[src/verilog/od_map.svh]
// register offsets, field positions, reset values and counts of the overrange detector
// assumes inclusion by bare name from every design file that needs them
`ifndef OD_MAP_SVH
`define OD_MAP_SVH

// ----------------------------------------------------------------
// register byte addresses
// ----------------------------------------------------------------
`define OD_ADR_CTRL     8'h00
`define OD_ADR_THRESH   8'h04
`define OD_ADR_STATUS   8'h08
`define OD_ADR_STICKY   8'h0c
`define OD_ADR_PEAK     8'h10

// ----------------------------------------------------------------
// field positions
// ----------------------------------------------------------------
`define OD_CTRL_EN_BIT   0
`define OD_CTRL_SEL_LSB  1
`define OD_CTRL_SEL_MSB  3
`define OD_THR_UP_LSB    0
`define OD_THR_UP_MSB    7
`define OD_THR_LO_LSB    8
`define OD_THR_LO_MSB    15
`define OD_FLAG_MSB      3
`define OD_PEAK_A_LSB    0
`define OD_PEAK_A_MSB    6
`define OD_PEAK_B_LSB    8
`define OD_PEAK_B_MSB    14
`define OD_SEL_PEAK_A    0
`define OD_SEL_PEAK_B    1
`define OD_SEL_BYTE0     0
`define OD_SEL_BYTE1     1

// ----------------------------------------------------------------
// reset values
// ----------------------------------------------------------------
`define OD_RST_EN        1'b0
`define OD_RST_SEL       3'h0
`define OD_RST_UPPER     8'h7f
`define OD_RST_LOWER     8'h40
`define OD_RST_FLAGS     4'h0
`define OD_RST_PEAK      7'h00
`define OD_RST_SAMPLE    8'h00
`define OD_RST_COUNT     11'h000
`define OD_RST_WORD      32'h0000_0000

// ----------------------------------------------------------------
// magnitude and stretch constants
// ----------------------------------------------------------------
`define OD_MOST_NEG      8'h80
`define OD_MAG_MAX       7'h7f
`define OD_STRETCH_BASE  11'h008
`define OD_COUNT_ONE     11'h001

`endif

[src/verilog/od_pkg.sv]
// types shared by the overrange detector modules
// assumes nothing beyond a SystemVerilog compiler
package od_pkg;
  typedef logic [7:0]  od_sample_t;
  typedef logic [6:0]  od_mag_t;
  typedef logic [7:0]  od_thr_t;
  typedef logic [2:0]  od_sel_t;
  typedef logic [7:0]  od_adr_t;
  typedef logic [31:0] od_word_t;
  typedef logic [3:0]  od_be_t;
endpackage

[src/verilog/od_chan_if.sv]
// per-channel link between register logic and one detector
// assumes both ends run on the same clock
`timescale 1ns/10ps
interface od_chan_if;
  import od_pkg::*;
  od_sample_t sample;
  od_thr_t    upper_thr;
  od_thr_t    lower_thr;
  od_sel_t    stretch_sel;
  logic       enable;
  logic       upper_flag;
  logic       lower_flag;
  od_mag_t    magnitude;

  modport ctrl (
    output sample,
    output upper_thr,
    output lower_thr,
    output stretch_sel,
    output enable,
    input  upper_flag,
    input  lower_flag,
    input  magnitude
  );

  modport det (
    input  sample,
    input  upper_thr,
    input  lower_thr,
    input  stretch_sel,
    input  enable,
    output upper_flag,
    output lower_flag,
    output magnitude
  );
endinterface

[src/verilog/od_chan_detect.sv]
// one channel: magnitude, two threshold compares, two stretch counters
// assumes samples and settings come from logic on the same clock
`timescale 1ns/10ps
`include "od_map.svh"
module od_chan_detect (
  input  wire logic clock_i,
  input  wire logic resetn_i,
  od_chan_if.det    chan
);
  import od_pkg::*;

  // ----------------------------------------------------------------
  // magnitude
  // ----------------------------------------------------------------
  od_sample_t  negated;
  od_mag_t     mag;
  logic [10:0] len;
  logic [10:0] len_m1;
  od_thr_t     thr  [2];
  logic        flag [2];

  always_comb begin
    negated = `OD_RST_SAMPLE - chan.sample;
    if (chan.sample == `OD_MOST_NEG) begin
      mag = `OD_MAG_MAX;
    end else if (chan.sample[7]) begin
      mag = negated[6:0];
    end else begin
      mag = chan.sample[6:0];
    end
  end

  assign chan.magnitude = mag;
  assign len            = `OD_STRETCH_BASE << chan.stretch_sel;
  assign len_m1         = len - `OD_COUNT_ONE;
  assign thr[0]         = chan.upper_thr;
  assign thr[1]         = chan.lower_thr;
  assign chan.upper_flag = flag[0];
  assign chan.lower_flag = flag[1];

  // ----------------------------------------------------------------
  // compare and stretch, one per threshold
  // ----------------------------------------------------------------
  genvar i;
  generate
    for (i = 0; i < 2; i++) begin : g_thr
      logic [10:0] count;
      logic [10:0] next_count;
      logic        next_flag;
      logic        hit;

      always_comb begin
        hit        = chan.enable && ({1'b0, mag} >= thr[i]);
        next_count = count;
        next_flag  = flag[i];
        if (hit) begin
          next_count = len_m1;
          next_flag  = 1'b1;
        end else if (count != `OD_RST_COUNT) begin
          next_count = count - `OD_COUNT_ONE;
        end else begin
          next_flag  = 1'b0;
        end
      end

      always_ff @(posedge clock_i or negedge resetn_i) begin
        if (!resetn_i) begin
          count   <= `OD_RST_COUNT;
          flag[i] <= 1'b0;
        end else begin
          count   <= next_count;
          flag[i] <= next_flag;
        end
      end
    end
  endgenerate
endmodule

[src/verilog/overrange_detector.sv]
// overrange detector top: sample capture, two channel detectors, wishbone registers
// assumes samples come from converter logic on clock_i, two per cycle
// assumes a classic wishbone master on the same clock
//
// How it works
// sample maps to 7-bit magnitude; most negative code saturates to 127
// one upper and one lower threshold, shared by both channels
// flag goes high when magnitude reaches or exceeds its threshold
// two flags per channel; index 0 upper threshold, index 1 lower
// receiver ORs same-threshold flags of both channels in single-channel mode
// flag held 8 to 1024 cycles after last hit; hits restart count
// both core streams captured every clock edge as two sample lanes
// flags computed straight from converted samples with minimal latency
// software sets upper threshold near full scale to cut gain early
// downstream sets lower threshold low, raises gain while flag stays clear
// each core stream has its own compares and stretch counters
//
// Design decisions made here: the Wishbone interface to the registers and the register offsets.
`timescale 1ns/10ps
`include "od_map.svh"
module overrange_detector (
  input  wire logic          clock_i,
  input  wire logic          resetn_i,
  input  wire od_pkg::od_sample_t sample_a_i,
  input  wire od_pkg::od_sample_t sample_b_i,
  input  wire logic          wb_cyc_i,
  input  wire logic          wb_stb_i,
  input  wire logic          wb_we_i,
  input  wire od_pkg::od_adr_t  wb_adr_i,
  input  wire od_pkg::od_be_t   wb_sel_i,
  input  wire od_pkg::od_word_t wb_dat_i,
  output logic               wb_ack_o,
  output od_pkg::od_word_t   wb_dat_o,
  output logic               chan_a_upper_flag_o,
  output logic               chan_a_lower_flag_o,
  output logic               chan_b_upper_flag_o,
  output logic               chan_b_lower_flag_o
);
  import od_pkg::*;

  // ----------------------------------------------------------------
  // declarations
  // ----------------------------------------------------------------
  logic       enable;
  logic       next_enable;
  od_sel_t    stretch_sel;
  od_sel_t    next_stretch_sel;
  od_thr_t    upper_thr;
  od_thr_t    next_upper_thr;
  od_thr_t    lower_thr;
  od_thr_t    next_lower_thr;
  logic [3:0] sticky;
  logic [3:0] next_sticky;
  od_mag_t    peak      [2];
  od_mag_t    next_peak [2];
  od_sample_t cap       [2];
  od_sample_t next_cap  [2];
  logic       ack;
  logic       next_ack;
  od_word_t   rdata;
  od_word_t   next_rdata;
  logic       req;
  logic       wr;
  od_adr_t    word_adr;
  logic [3:0] flags;
  logic [3:0] sticky_clr;
  logic       peak_clr  [2];
  od_mag_t    mag       [2];
  od_sample_t sample_in [2];
  logic       wr_ctrl;
  logic       wr_thresh;
  logic       wr_sticky;
  logic       wr_peak;
  logic       rd;
  od_word_t   ctrl_word;
  od_word_t   thresh_word;
  od_word_t   status_word;
  od_word_t   sticky_word;
  od_word_t   peak_word;

  od_chan_if chan_if [2] ();

  // ----------------------------------------------------------------
  // sample capture
  // ----------------------------------------------------------------
  assign sample_in[0] = sample_a_i;
  assign sample_in[1] = sample_b_i;

  generate
    for (genvar c = 0; c < 2; c++) begin : g_cap
      always_comb begin
        next_cap[c] = sample_in[c];
      end

      always_ff @(posedge clock_i or negedge resetn_i) begin
        if (!resetn_i) begin
          cap[c] <= `OD_RST_SAMPLE;
        end else begin
          cap[c] <= next_cap[c];
        end
      end
    end
  endgenerate

  // ----------------------------------------------------------------
  // channel detectors
  // ----------------------------------------------------------------
  genvar g;
  generate
    for (g = 0; g < 2; g++) begin : g_chan
      assign chan_if[g].sample      = cap[g];
      assign chan_if[g].upper_thr   = upper_thr;
      assign chan_if[g].lower_thr   = lower_thr;
      assign chan_if[g].stretch_sel = stretch_sel;
      assign chan_if[g].enable      = enable;
      assign mag[g]                 = chan_if[g].magnitude;

      od_chan_detect u_det (
        .clock_i  (clock_i),
        .resetn_i (resetn_i),
        .chan     (chan_if[g])
      );
    end
  endgenerate

  // ----------------------------------------------------------------
  // flag outputs
  // ----------------------------------------------------------------
  assign flags[0] = chan_if[0].upper_flag;
  assign flags[1] = chan_if[0].lower_flag;
  assign flags[2] = chan_if[1].upper_flag;
  assign flags[3] = chan_if[1].lower_flag;

  assign chan_a_upper_flag_o = flags[0];
  assign chan_a_lower_flag_o = flags[1];
  assign chan_b_upper_flag_o = flags[2];
  assign chan_b_lower_flag_o = flags[3];

  // ----------------------------------------------------------------
  // bus decode
  // ----------------------------------------------------------------
  assign req      = wb_cyc_i && wb_stb_i && !ack;
  assign wr       = req && wb_we_i;
  assign rd       = req && !wb_we_i;
  assign word_adr = {wb_adr_i[7:2], 2'b00};

  // ----------------------------------------------------------------
  // write strobes
  // ----------------------------------------------------------------
  // a write lands at the taking edge; ack rises at that same edge
  assign wr_ctrl   = wr && (word_adr == `OD_ADR_CTRL);
  assign wr_thresh = wr && (word_adr == `OD_ADR_THRESH);
  assign wr_sticky = wr && (word_adr == `OD_ADR_STICKY);
  assign wr_peak   = wr && (word_adr == `OD_ADR_PEAK);

  always_comb begin
    sticky_clr  = `OD_RST_FLAGS;
    peak_clr[0] = 1'b0;
    peak_clr[1] = 1'b0;
    if (wr_sticky && wb_sel_i[`OD_SEL_BYTE0]) begin
      sticky_clr = wb_dat_i[`OD_FLAG_MSB:0];
    end
    if (wr_peak) begin
      peak_clr[0] = wb_sel_i[`OD_SEL_PEAK_A];
      peak_clr[1] = wb_sel_i[`OD_SEL_PEAK_B];
    end
  end

  // ----------------------------------------------------------------
  // register images
  // ----------------------------------------------------------------
  always_comb begin
    ctrl_word   = `OD_RST_WORD;
    thresh_word = `OD_RST_WORD;
    status_word = `OD_RST_WORD;
    sticky_word = `OD_RST_WORD;
    peak_word   = `OD_RST_WORD;
    ctrl_word[`OD_CTRL_EN_BIT]                   = enable;
    ctrl_word[`OD_CTRL_SEL_MSB:`OD_CTRL_SEL_LSB] = stretch_sel;
    thresh_word[`OD_THR_UP_MSB:`OD_THR_UP_LSB]   = upper_thr;
    thresh_word[`OD_THR_LO_MSB:`OD_THR_LO_LSB]   = lower_thr;
    status_word[`OD_FLAG_MSB:0]                  = flags;
    sticky_word[`OD_FLAG_MSB:0]                  = sticky;
    peak_word[`OD_PEAK_A_MSB:`OD_PEAK_A_LSB]     = peak[0];
    peak_word[`OD_PEAK_B_MSB:`OD_PEAK_B_LSB]     = peak[1];
  end

  // ----------------------------------------------------------------
  // bus answer
  // ----------------------------------------------------------------
  always_comb begin
    next_ack   = req;
    next_rdata = `OD_RST_WORD;
    if (rd) begin
      unique case (word_adr)
        `OD_ADR_CTRL: begin
          next_rdata = ctrl_word;
        end
        `OD_ADR_THRESH: begin
          next_rdata = thresh_word;
        end
        `OD_ADR_STATUS: begin
          next_rdata = status_word;
        end
        `OD_ADR_STICKY: begin
          next_rdata = sticky_word;
        end
        `OD_ADR_PEAK: begin
          next_rdata = peak_word;
        end
        default: begin
          next_rdata = `OD_RST_WORD;
        end
      endcase
    end
  end

  always_ff @(posedge clock_i or negedge resetn_i) begin
    if (!resetn_i) begin
      ack   <= 1'b0;
      rdata <= `OD_RST_WORD;
    end else begin
      ack   <= next_ack;
      rdata <= next_rdata;
    end
  end

  assign wb_ack_o = ack;
  assign wb_dat_o = rdata;

  // ----------------------------------------------------------------
  // control and threshold registers
  // ----------------------------------------------------------------
  always_comb begin
    next_enable      = enable;
    next_stretch_sel = stretch_sel;
    next_upper_thr   = upper_thr;
    next_lower_thr   = lower_thr;
    // a new stretch length applies from the next hit
    if (wr_ctrl && wb_sel_i[`OD_SEL_BYTE0]) begin
      next_enable      = wb_dat_i[`OD_CTRL_EN_BIT];
      next_stretch_sel = wb_dat_i[`OD_CTRL_SEL_MSB:`OD_CTRL_SEL_LSB];
    end
    // thresholds above 127 never trip the 7-bit magnitude
    if (wr_thresh) begin
      if (wb_sel_i[`OD_SEL_BYTE0]) begin
        next_upper_thr = wb_dat_i[`OD_THR_UP_MSB:`OD_THR_UP_LSB];
      end
      if (wb_sel_i[`OD_SEL_BYTE1]) begin
        next_lower_thr = wb_dat_i[`OD_THR_LO_MSB:`OD_THR_LO_LSB];
      end
    end
  end

  always_ff @(posedge clock_i or negedge resetn_i) begin
    if (!resetn_i) begin
      enable      <= `OD_RST_EN;
      stretch_sel <= `OD_RST_SEL;
      upper_thr   <= `OD_RST_UPPER;
      lower_thr   <= `OD_RST_LOWER;
    end else begin
      enable      <= next_enable;
      stretch_sel <= next_stretch_sel;
      upper_thr   <= next_upper_thr;
      lower_thr   <= next_lower_thr;
    end
  end

  // ----------------------------------------------------------------
  // sticky flags, set wins over clear
  // ----------------------------------------------------------------
  always_comb begin
    next_sticky = (sticky & ~sticky_clr) | flags;
  end

  always_ff @(posedge clock_i or negedge resetn_i) begin
    if (!resetn_i) begin
      sticky <= `OD_RST_FLAGS;
    end else begin
      sticky <= next_sticky;
    end
  end

  // ----------------------------------------------------------------
  // peak magnitude per channel
  // ----------------------------------------------------------------
  // a clear reloads the live magnitude, so a live sample wins
  generate
    for (genvar p = 0; p < 2; p++) begin : g_peak
      always_comb begin
        next_peak[p] = peak[p];
        if (peak_clr[p] || (mag[p] > peak[p])) begin
          next_peak[p] = mag[p];
        end
      end

      always_ff @(posedge clock_i or negedge resetn_i) begin
        if (!resetn_i) begin
          peak[p] <= `OD_RST_PEAK;
        end else begin
          peak[p] <= next_peak[p];
        end
      end
    end
  endgenerate
endmodule
[config.mk]
export PLATFORM = sky130hd
export DESIGN_NAME = overrange_detector
export DESIGN_NICKNAME = d
export VERILOG_FILES = /design/src/verilog/od_pkg.sv /design/src/verilog/od_chan_if.sv /design/src/verilog/od_chan_detect.sv /design/src/verilog/overrange_detector.sv
export VERILOG_INCLUDE_DIRS = /design/src /design/src/verilog
export SDC_FILE = /design/constraint.sdc
export NUM_CORES = 1
export LEC_CHECK = 0
export BUFFER_PORTS_ARGS = -buffer_cell sky130_fd_sc_hd__buf_2
export CAP_MARGIN = 20
export CELL_PAD_IN_SITES_DETAIL_PLACEMENT = 1
export CELL_PAD_IN_SITES_GLOBAL_PLACEMENT = 2
export CORE_ASPECT_RATIO = 0.7
export CORE_MARGIN = 1
export CORE_UTILIZATION = 37
export DETAILED_ROUTE_END_ITERATION = 7
export PLACE_DENSITY = 0.82
export SYNTH_ARGS = -nofsm -noshare
export SYNTH_HDL_FRONTEND = slang
export SYNTH_SLANG_ARGS = --single-unit
[constraint.sdc]
create_clock -name clock_i -period 4.1 [get_ports clock_i]
set_input_delay 0.205 -clock clock_i [delete_from_list [all_inputs] [get_ports clock_i]]
set_output_delay 0.205 -clock clock_i [all_outputs]
set_load 0.005 [all_outputs]
### Word level (Yosys, flattened, before mapping)

Cells that the tools add are included.

* bits in registers: 135
* input port bits: 65
* word-level logic and storage cells: 99

* $add $sub $neg: 7
* $lt $le $gt $ge: 6
* equality and inequality tests: 10
* shifts and indexed selects: 1
* mux-type cells: 24
* bitwise operators: 3
* reduce and logical (&&, ||, !) cells: 29

Operator list (number)
* two-way mux 11 bit: 8
* case mux 16 bit (5 select lines): 1
* subtractor 11 x 1 -> 11 bit, second input constant: 5
* nonzero test 11 bit: 4
* >= comparator 7 x 8 -> 1 bit: 4
* two-way mux 32 bit: 1
* two-way mux 7 bit: 4
* == test 8 bit, second input constant: 2
* greater-than comparator 7 bit: 2
* logical AND 1 bit: 14
* subtractor 1 x 7 -> 7 bit, first input constant: 2
* == test 6 x 2 -> 1 bit, second input constant: 2
* left shift 4 x 3 -> 11 bit, first input constant: 1
* logical NOT 8 bit: 1
* two-way mux 1 bit: 8
* inequality test 2 x 1 -> 1 bit, second input constant: 4
* nonzero test 2 bit: 4
* == test 6 x 1 -> 1 bit, second input constant: 1
* == test 6 x 3 -> 1 bit, second input constant: 1
* bitwise AND 4 bit: 1
* two-way mux 4 bit: 1
* inverter 4 bit: 1
* OR 4 bit: 1
* AND reduction 2 bit: 2
* 3 further kinds: 5

### Longest topological paths before layout

* depth after elaboration: 9
* gate-level depth with buffers: 13

### Cells and area by module

From an unflattened synthesis, not the netlist that was laid out.

* cell total of the unflattened synthesis: 723
* area, all modules: 7064.3 um^2

By module, submodules not included
* od_chan_detect: instances 2, cells each 206, area an instance 1809.2 um^2, seq. area each 600.6 um^2
* overrange_detector: instances 1, cells each 311, area an instance 3445.8 um^2, seq. area each 1786.7 um^2

### Worst setup path before layout

No wires, ideal clock.

* path kind: reg-to-reg
* start: register cap (netlist bit chan_if[0].sample[0])
* end: register peak[10] in the netlist's numbering
* setup time: 0.125 ns
* data arrival time: 3.233 ns
* setup slack: 0.742 ns
* stages on the path, launching flop included: 13
* cell sequence: dfrtp_1 -> inv_1 -> ha_1 -> or3b_2 -> nor4_1 -> o31ai_1 -> o21ai_0 -> ha_1 -> nand4_1 -> a21oi_1 -> a2111oi_0 -> o21ai_2 -> mux2_2

* cells in the longest elaborated chain, start to end: 5
* elaborated cells on any way between the ends: 6
* those cells by class: add/sub (1); order compare (1); eq/ne (1); mux (2); reduce/logical (1)

Ends and longest elaborated chain
* from (decl): RTL line overrange_detector.sv:56 `od_sample_t cap [2];`
* from (signal, indexed assignment): RTL line overrange_detector.sv:97 `` cap[c] <= `OD_RST_SAMPLE; ``
* from (signal, indexed assignment): RTL line overrange_detector.sv:99 `cap[c] <= next_cap[c];`
* subtractor 1 x 7 -> 7 bit (no source line)
* two-way mux 7 bit: RTL line od_chan_detect.sv:26 `end else if (chan.sample[7]) begin`
* two-way mux 7 bit (*): RTL line od_chan_detect.sv:24 `` if (chan.sample == `OD_MOST_NEG) begin ``
* net chan_if[0].magnitude[5]: RTL line od_chan_if.sv:13 `od_mag_t magnitude;`
* greater-than comparator 7 bit (*): RTL line overrange_detector.sv:292 `if (peak_clr[p] || (mag[p] > peak[p])) begin`
* logical OR 1 bit (*): RTL line overrange_detector.sv:292
* to (signal, indexed assignment): RTL line overrange_detector.sv:299 `` peak[p] <= `OD_RST_PEAK; ``
* to (signal, indexed assignment): RTL line overrange_detector.sv:301 `peak[p] <= next_peak[p];`
* to (decl): RTL line overrange_detector.sv:54 `od_mag_t peak [2];`

The timed path passes the listed nets; every way through them passes the cells marked *.
A chain may end at the register's enable or synchronous reset.

### Final worst setup path

* start: register cap (netlist bit chan_if[0].sample[1])
* end: register g_chan[0].u_det.g_thr[0].count[2]

* cells in the longest elaborated chain, start to end: 6
* elaborated cells on any way between the ends: 8
* those cells by class: add/sub (1); order compare (1); eq/ne (1); mux (3); reduce/logical (2)

Ends and longest elaborated chain
* subtractor 1 x 7 -> 7 bit (no source line)
* two-way mux 7 bit: RTL line od_chan_detect.sv:26
* two-way mux 7 bit (*): RTL line od_chan_detect.sv:24
* net chan_if[0].magnitude[1]: RTL line od_chan_if.sv:13
* >= comparator 7 x 8 -> 1 bit (*): RTL line od_chan_detect.sv:53 `hit = chan.enable && ({1'b0, mag} >= thr[i]);`
* logical AND 1 bit (*): RTL line od_chan_detect.sv:53
* two-way mux 11 bit or nonzero test 2 bit (tied branches)
* to (signal assigned): RTL line od_chan_detect.sv:68 `` count <= `OD_RST_COUNT; ``
* to (signal assigned): RTL line od_chan_detect.sv:71 `count <= next_count;`
* to (decl): RTL line od_chan_detect.sv:47 `logic [10:0] count;`

Marked as above.

==> results.md <==
- Status: complete, no violations
- WP buf/inv: 1
- Pwr per Cell Area: 593 nW/µm²
- DR iter-0 viols: 268
- Antenna cells: 0
- Input/output buffers: 65
- Num CTS Buffers: 17
- Max Fanout on Critical Path: 12
- CTS sink cnt: 119
- Post-layout min period: 3.80 ns
- Final setup vio count: 0
- Starting Density: 0.383
- RSZ-0062 raised after global routing: false
- Post-route DRC: 0
- Via count: 5237
- CP arrival: 4.11 ns
- Synthesized area per cell: 10.2 µm²
- Fin crit share: 0.927
- Slew HR: 0.399
- DIE AREA: 18500 µm²
- Top delay family on crit path: compound AO/OA/AOI/OAI gates
- First-pass GRT wire length: 29.0 mm
- Most used cell along the critical path: o21ai_0
- Peak supply drop: 0.299 mV
- Layout fillers: 1955
- CTS Buffer Depth: 2
- Root Buffer Master: clkbuf_16
- Pre-CTS setup slack: 0.395 ns
- Die height: 114 µm
- Reg2Reg Setup Slack: 0.30 ns
- Cts repair resizes: 0
- Worst-path clk slew: 0.05 ns
- Ys async rst share: 1.00
- Detailed Routing Iterations Pass 1: 4
- GP Congestion: 0.791
- Worst Setup End Kind: flip-flop
- Min setup slack post-route: 0.299 ns
- Leakage power: 0.00381 µW
- Max_cap viols: 0
- Setup Buffers After CTS: 0
- FF-to-FF End: g_chan[0].u_det.g_thr[0].count[2]
- CP startpoint kind: flip-flop
- Worst hold path cell count: 2
- Die width: 162 µm
- Register area: 2990 µm²
- CTS tree: yes
- Global Route Usage Sum: 0.206
- R2R Path Start: chan_if[0].sample[1]
- Hold buffer count at cts: 17
- DP HPWL: 13.3 mm
- Area added between synthesis and finish: 20.3%
- Vias in the first global route: 5442
- Worst setup startpoint: chan_if[0].sample[1]
- Io pins: 102
- Synth Flop Type: dfrtp_1
- Avg Vias per Cell: 5.32
- CP Cell Sequence: inv_1, ha_1, or3b_2, nor4_1, o21ai_0, o21ai_0, ha_1, and3_1, o21ai_0, a31oi_1, o31a_1, a211o_1
- EDFF count, synth: 0
- Total wire length: 18.0 mm
- Core footprint: 17400 µm²
- WL per Instance: 18.3 µm
- Post-Syn Instances: 653
- H-tree depth: 4
- Max frequency: 263 MHz
- WP data required: 4.41 ns
- Most common cell after layout, fill and taps aside: dfrtp_1
- Final hold violation count: 0
- Setup crit end: g_chan[0].u_det.g_thr[0].count[2]
- Critical path depth: 12
- Worst Reg-to-Reg Cells: 12
- Hold crit path type: in2reg
- Post-synth cell types: 59
- Share of cells above drive strength 1: 0.200
- Antenna violations before repair: 0
- Post-Syn Area: 6660 µm²
- Nets: 855
- Hold_ws: 0.0260 ns
- Commonest cells after routing, fill and taps aside: dfrtp_1 (111), buf_2 (64), nand2_1 (62), inv_1 (50), ha_1 (49)
- Design Power: 4750 µW
- Multi-input logic area: 3330 µm²
- Highest-delay cell along the critical path: or3b_2
- Skew-Pair Late Insertion Delay: 0.42 ns
- Max-slew violations: 0
- Synth warn: 0
- Setup CP Type: reg2reg
- Worst clock skew: 0.0128 ns
- GR Overflow Total: 0
- Largest net degree at the start of global routing: 70
- Flops & latches, synth: 119
- Register area share after synthesis: 0.449
- Antenna Nets Post-Route: 0
- Max incr delay on CP: 0.50 ns
- FP Rows: 40
- Setup TNS Final: 0 ns
- Slew @ Worst Pin: 0.902 ns
## Yosys cell counts (3+ instances only)
cell,n,share of area
dfrtp_1,111,0.42
nand2_1,62,0.035
inv_1,50,0.028
ha_1,49,0.092
nor2_1,40,0.023
mux2_2,33,0.056
mux2i_1,32,0.048
o21ai_0,26,0.020
a21oi_1,20,0.015
a22oi_1,18,0.020
buf_4,16,0.018
clkbuf_1,16,0.0090
a31oi_1,12,0.011
nand2b_1,11,0.010
nand3_1,11,0.0083
nor3_1,11,0.0083
xor2_1,11,0.014
a21o_1,10,0.011
xnor2_1,10,0.013
dfstp_2,8,0.032
nor4_1,8,0.0075
or4_1,8,0.0090
o31ai_1,7,0.0079
and3_1,5,0.0047
nand4_1,5,0.0047
nor2b_1,5,0.0047
a211o_1,4,0.0053
nor3b_1,4,0.0045
o41ai_1,4,0.0053
o211ai_1,3,0.0034
o311a_1,3,0.0045
## worst register-to-register path: stages, from the launching register on
cell	delay, ns
dfrtp_1	0.39
inv_1	0.08
ha_1	0.17
or3b_2	0.50
nor4_1	0.48
o21ai_0	0.17
o21ai_0	0.28
ha_1	0.36
and3_1	0.17
o21ai_0	0.15
a31oi_1	0.10
o31a_1	0.48
a211o_1	0.36
## through the flow
stage | cells | util | cell area [µm²]
finish | 985 | 0.461 | 8010
global route | 985 | 0.461 | 8010
CTS | 985 | 0.461 | 8010
detailed placement | 936 | 0.414 | 7190
global placement | 936 | 0.414 | 7190
floorplan | 668 | - | 6710
## kinds of logic after synthesis
group | count (synthesis) | share of synthesized area
AND/OR/NAND/NOR | 185 | 0.139
AO/OA/AOI/OAI | 125 | 0.126
flip-flops | 119 | 0.449
buffers and inverters | 87 | 0.0596
multiplexers | 65 | 0.104
adder cells (fa/ha/maj) | 49 | 0.0921
XOR/XNOR | 22 | 0.0301
other | 1 | 0.000563
## layout make-up
cell class,count,area share
Clock inverter,9,0.0213
Inverter,50,0.0234
Timing Repair Buffer,91,0.0706
Multi-Input combinational cell,462,0.416
Clock buffer,23,0.0597
Tap cell,231,0.0361
Sequential cell,119,0.373
## power breakdown
group / internal, µW / total, µW / leakage, µW / switching [µW]
Sequential: 1480 / 1820 / 0.00147 / 335
Combinational: 615 / 1290 / 0.00202 / 672
Clock: 1120 / 1640 / 0.000321 / 520
## worst min path at each step
stage | from | end | slack, ns
finish | wb_dat_i[9] | chan_if[0].lower_thr[1] | 0.03
CTS | wb_dat_i[9] | chan_if[0].lower_thr[1] | 0.01
global placement | sample_b_i[7] | chan_if[1].sample[7] | 0.31
global route | wb_dat_i[9] | chan_if[0].lower_thr[1] | 0.02
floorplan | resetn_i | chan_if[0].enable | -0.09
detailed placement | sample_a_i[1] | chan_if[0].sample[1] | 0.32
## layer usage
metal	wire, µm	GRT usage	vias up
met2	8030	0.319	114
li1	-	-	2479
met4	151	0.0528	0
met3	856	0.0453	13
met5	0	0	-
met1	8940	0.290	2631
## flip-flops by register name, summed over array words and instances (netlist names)
register,cells
g_chan.u_det.g_thr.count,44
g_chan.u_det.chan.upper_flag,2
sticky,4
chan_if.sample,16
chan_if.lower_thr,8
chan_if.stretch_sel,3
g_chan.u_det.chan.lower_flag,2
peak,14
wb_dat_o,16
chan_if.enable,1
chan_if.upper_thr,8
wb_ack_o,1
Note: power is estimated with default switching activity, not from simulation.
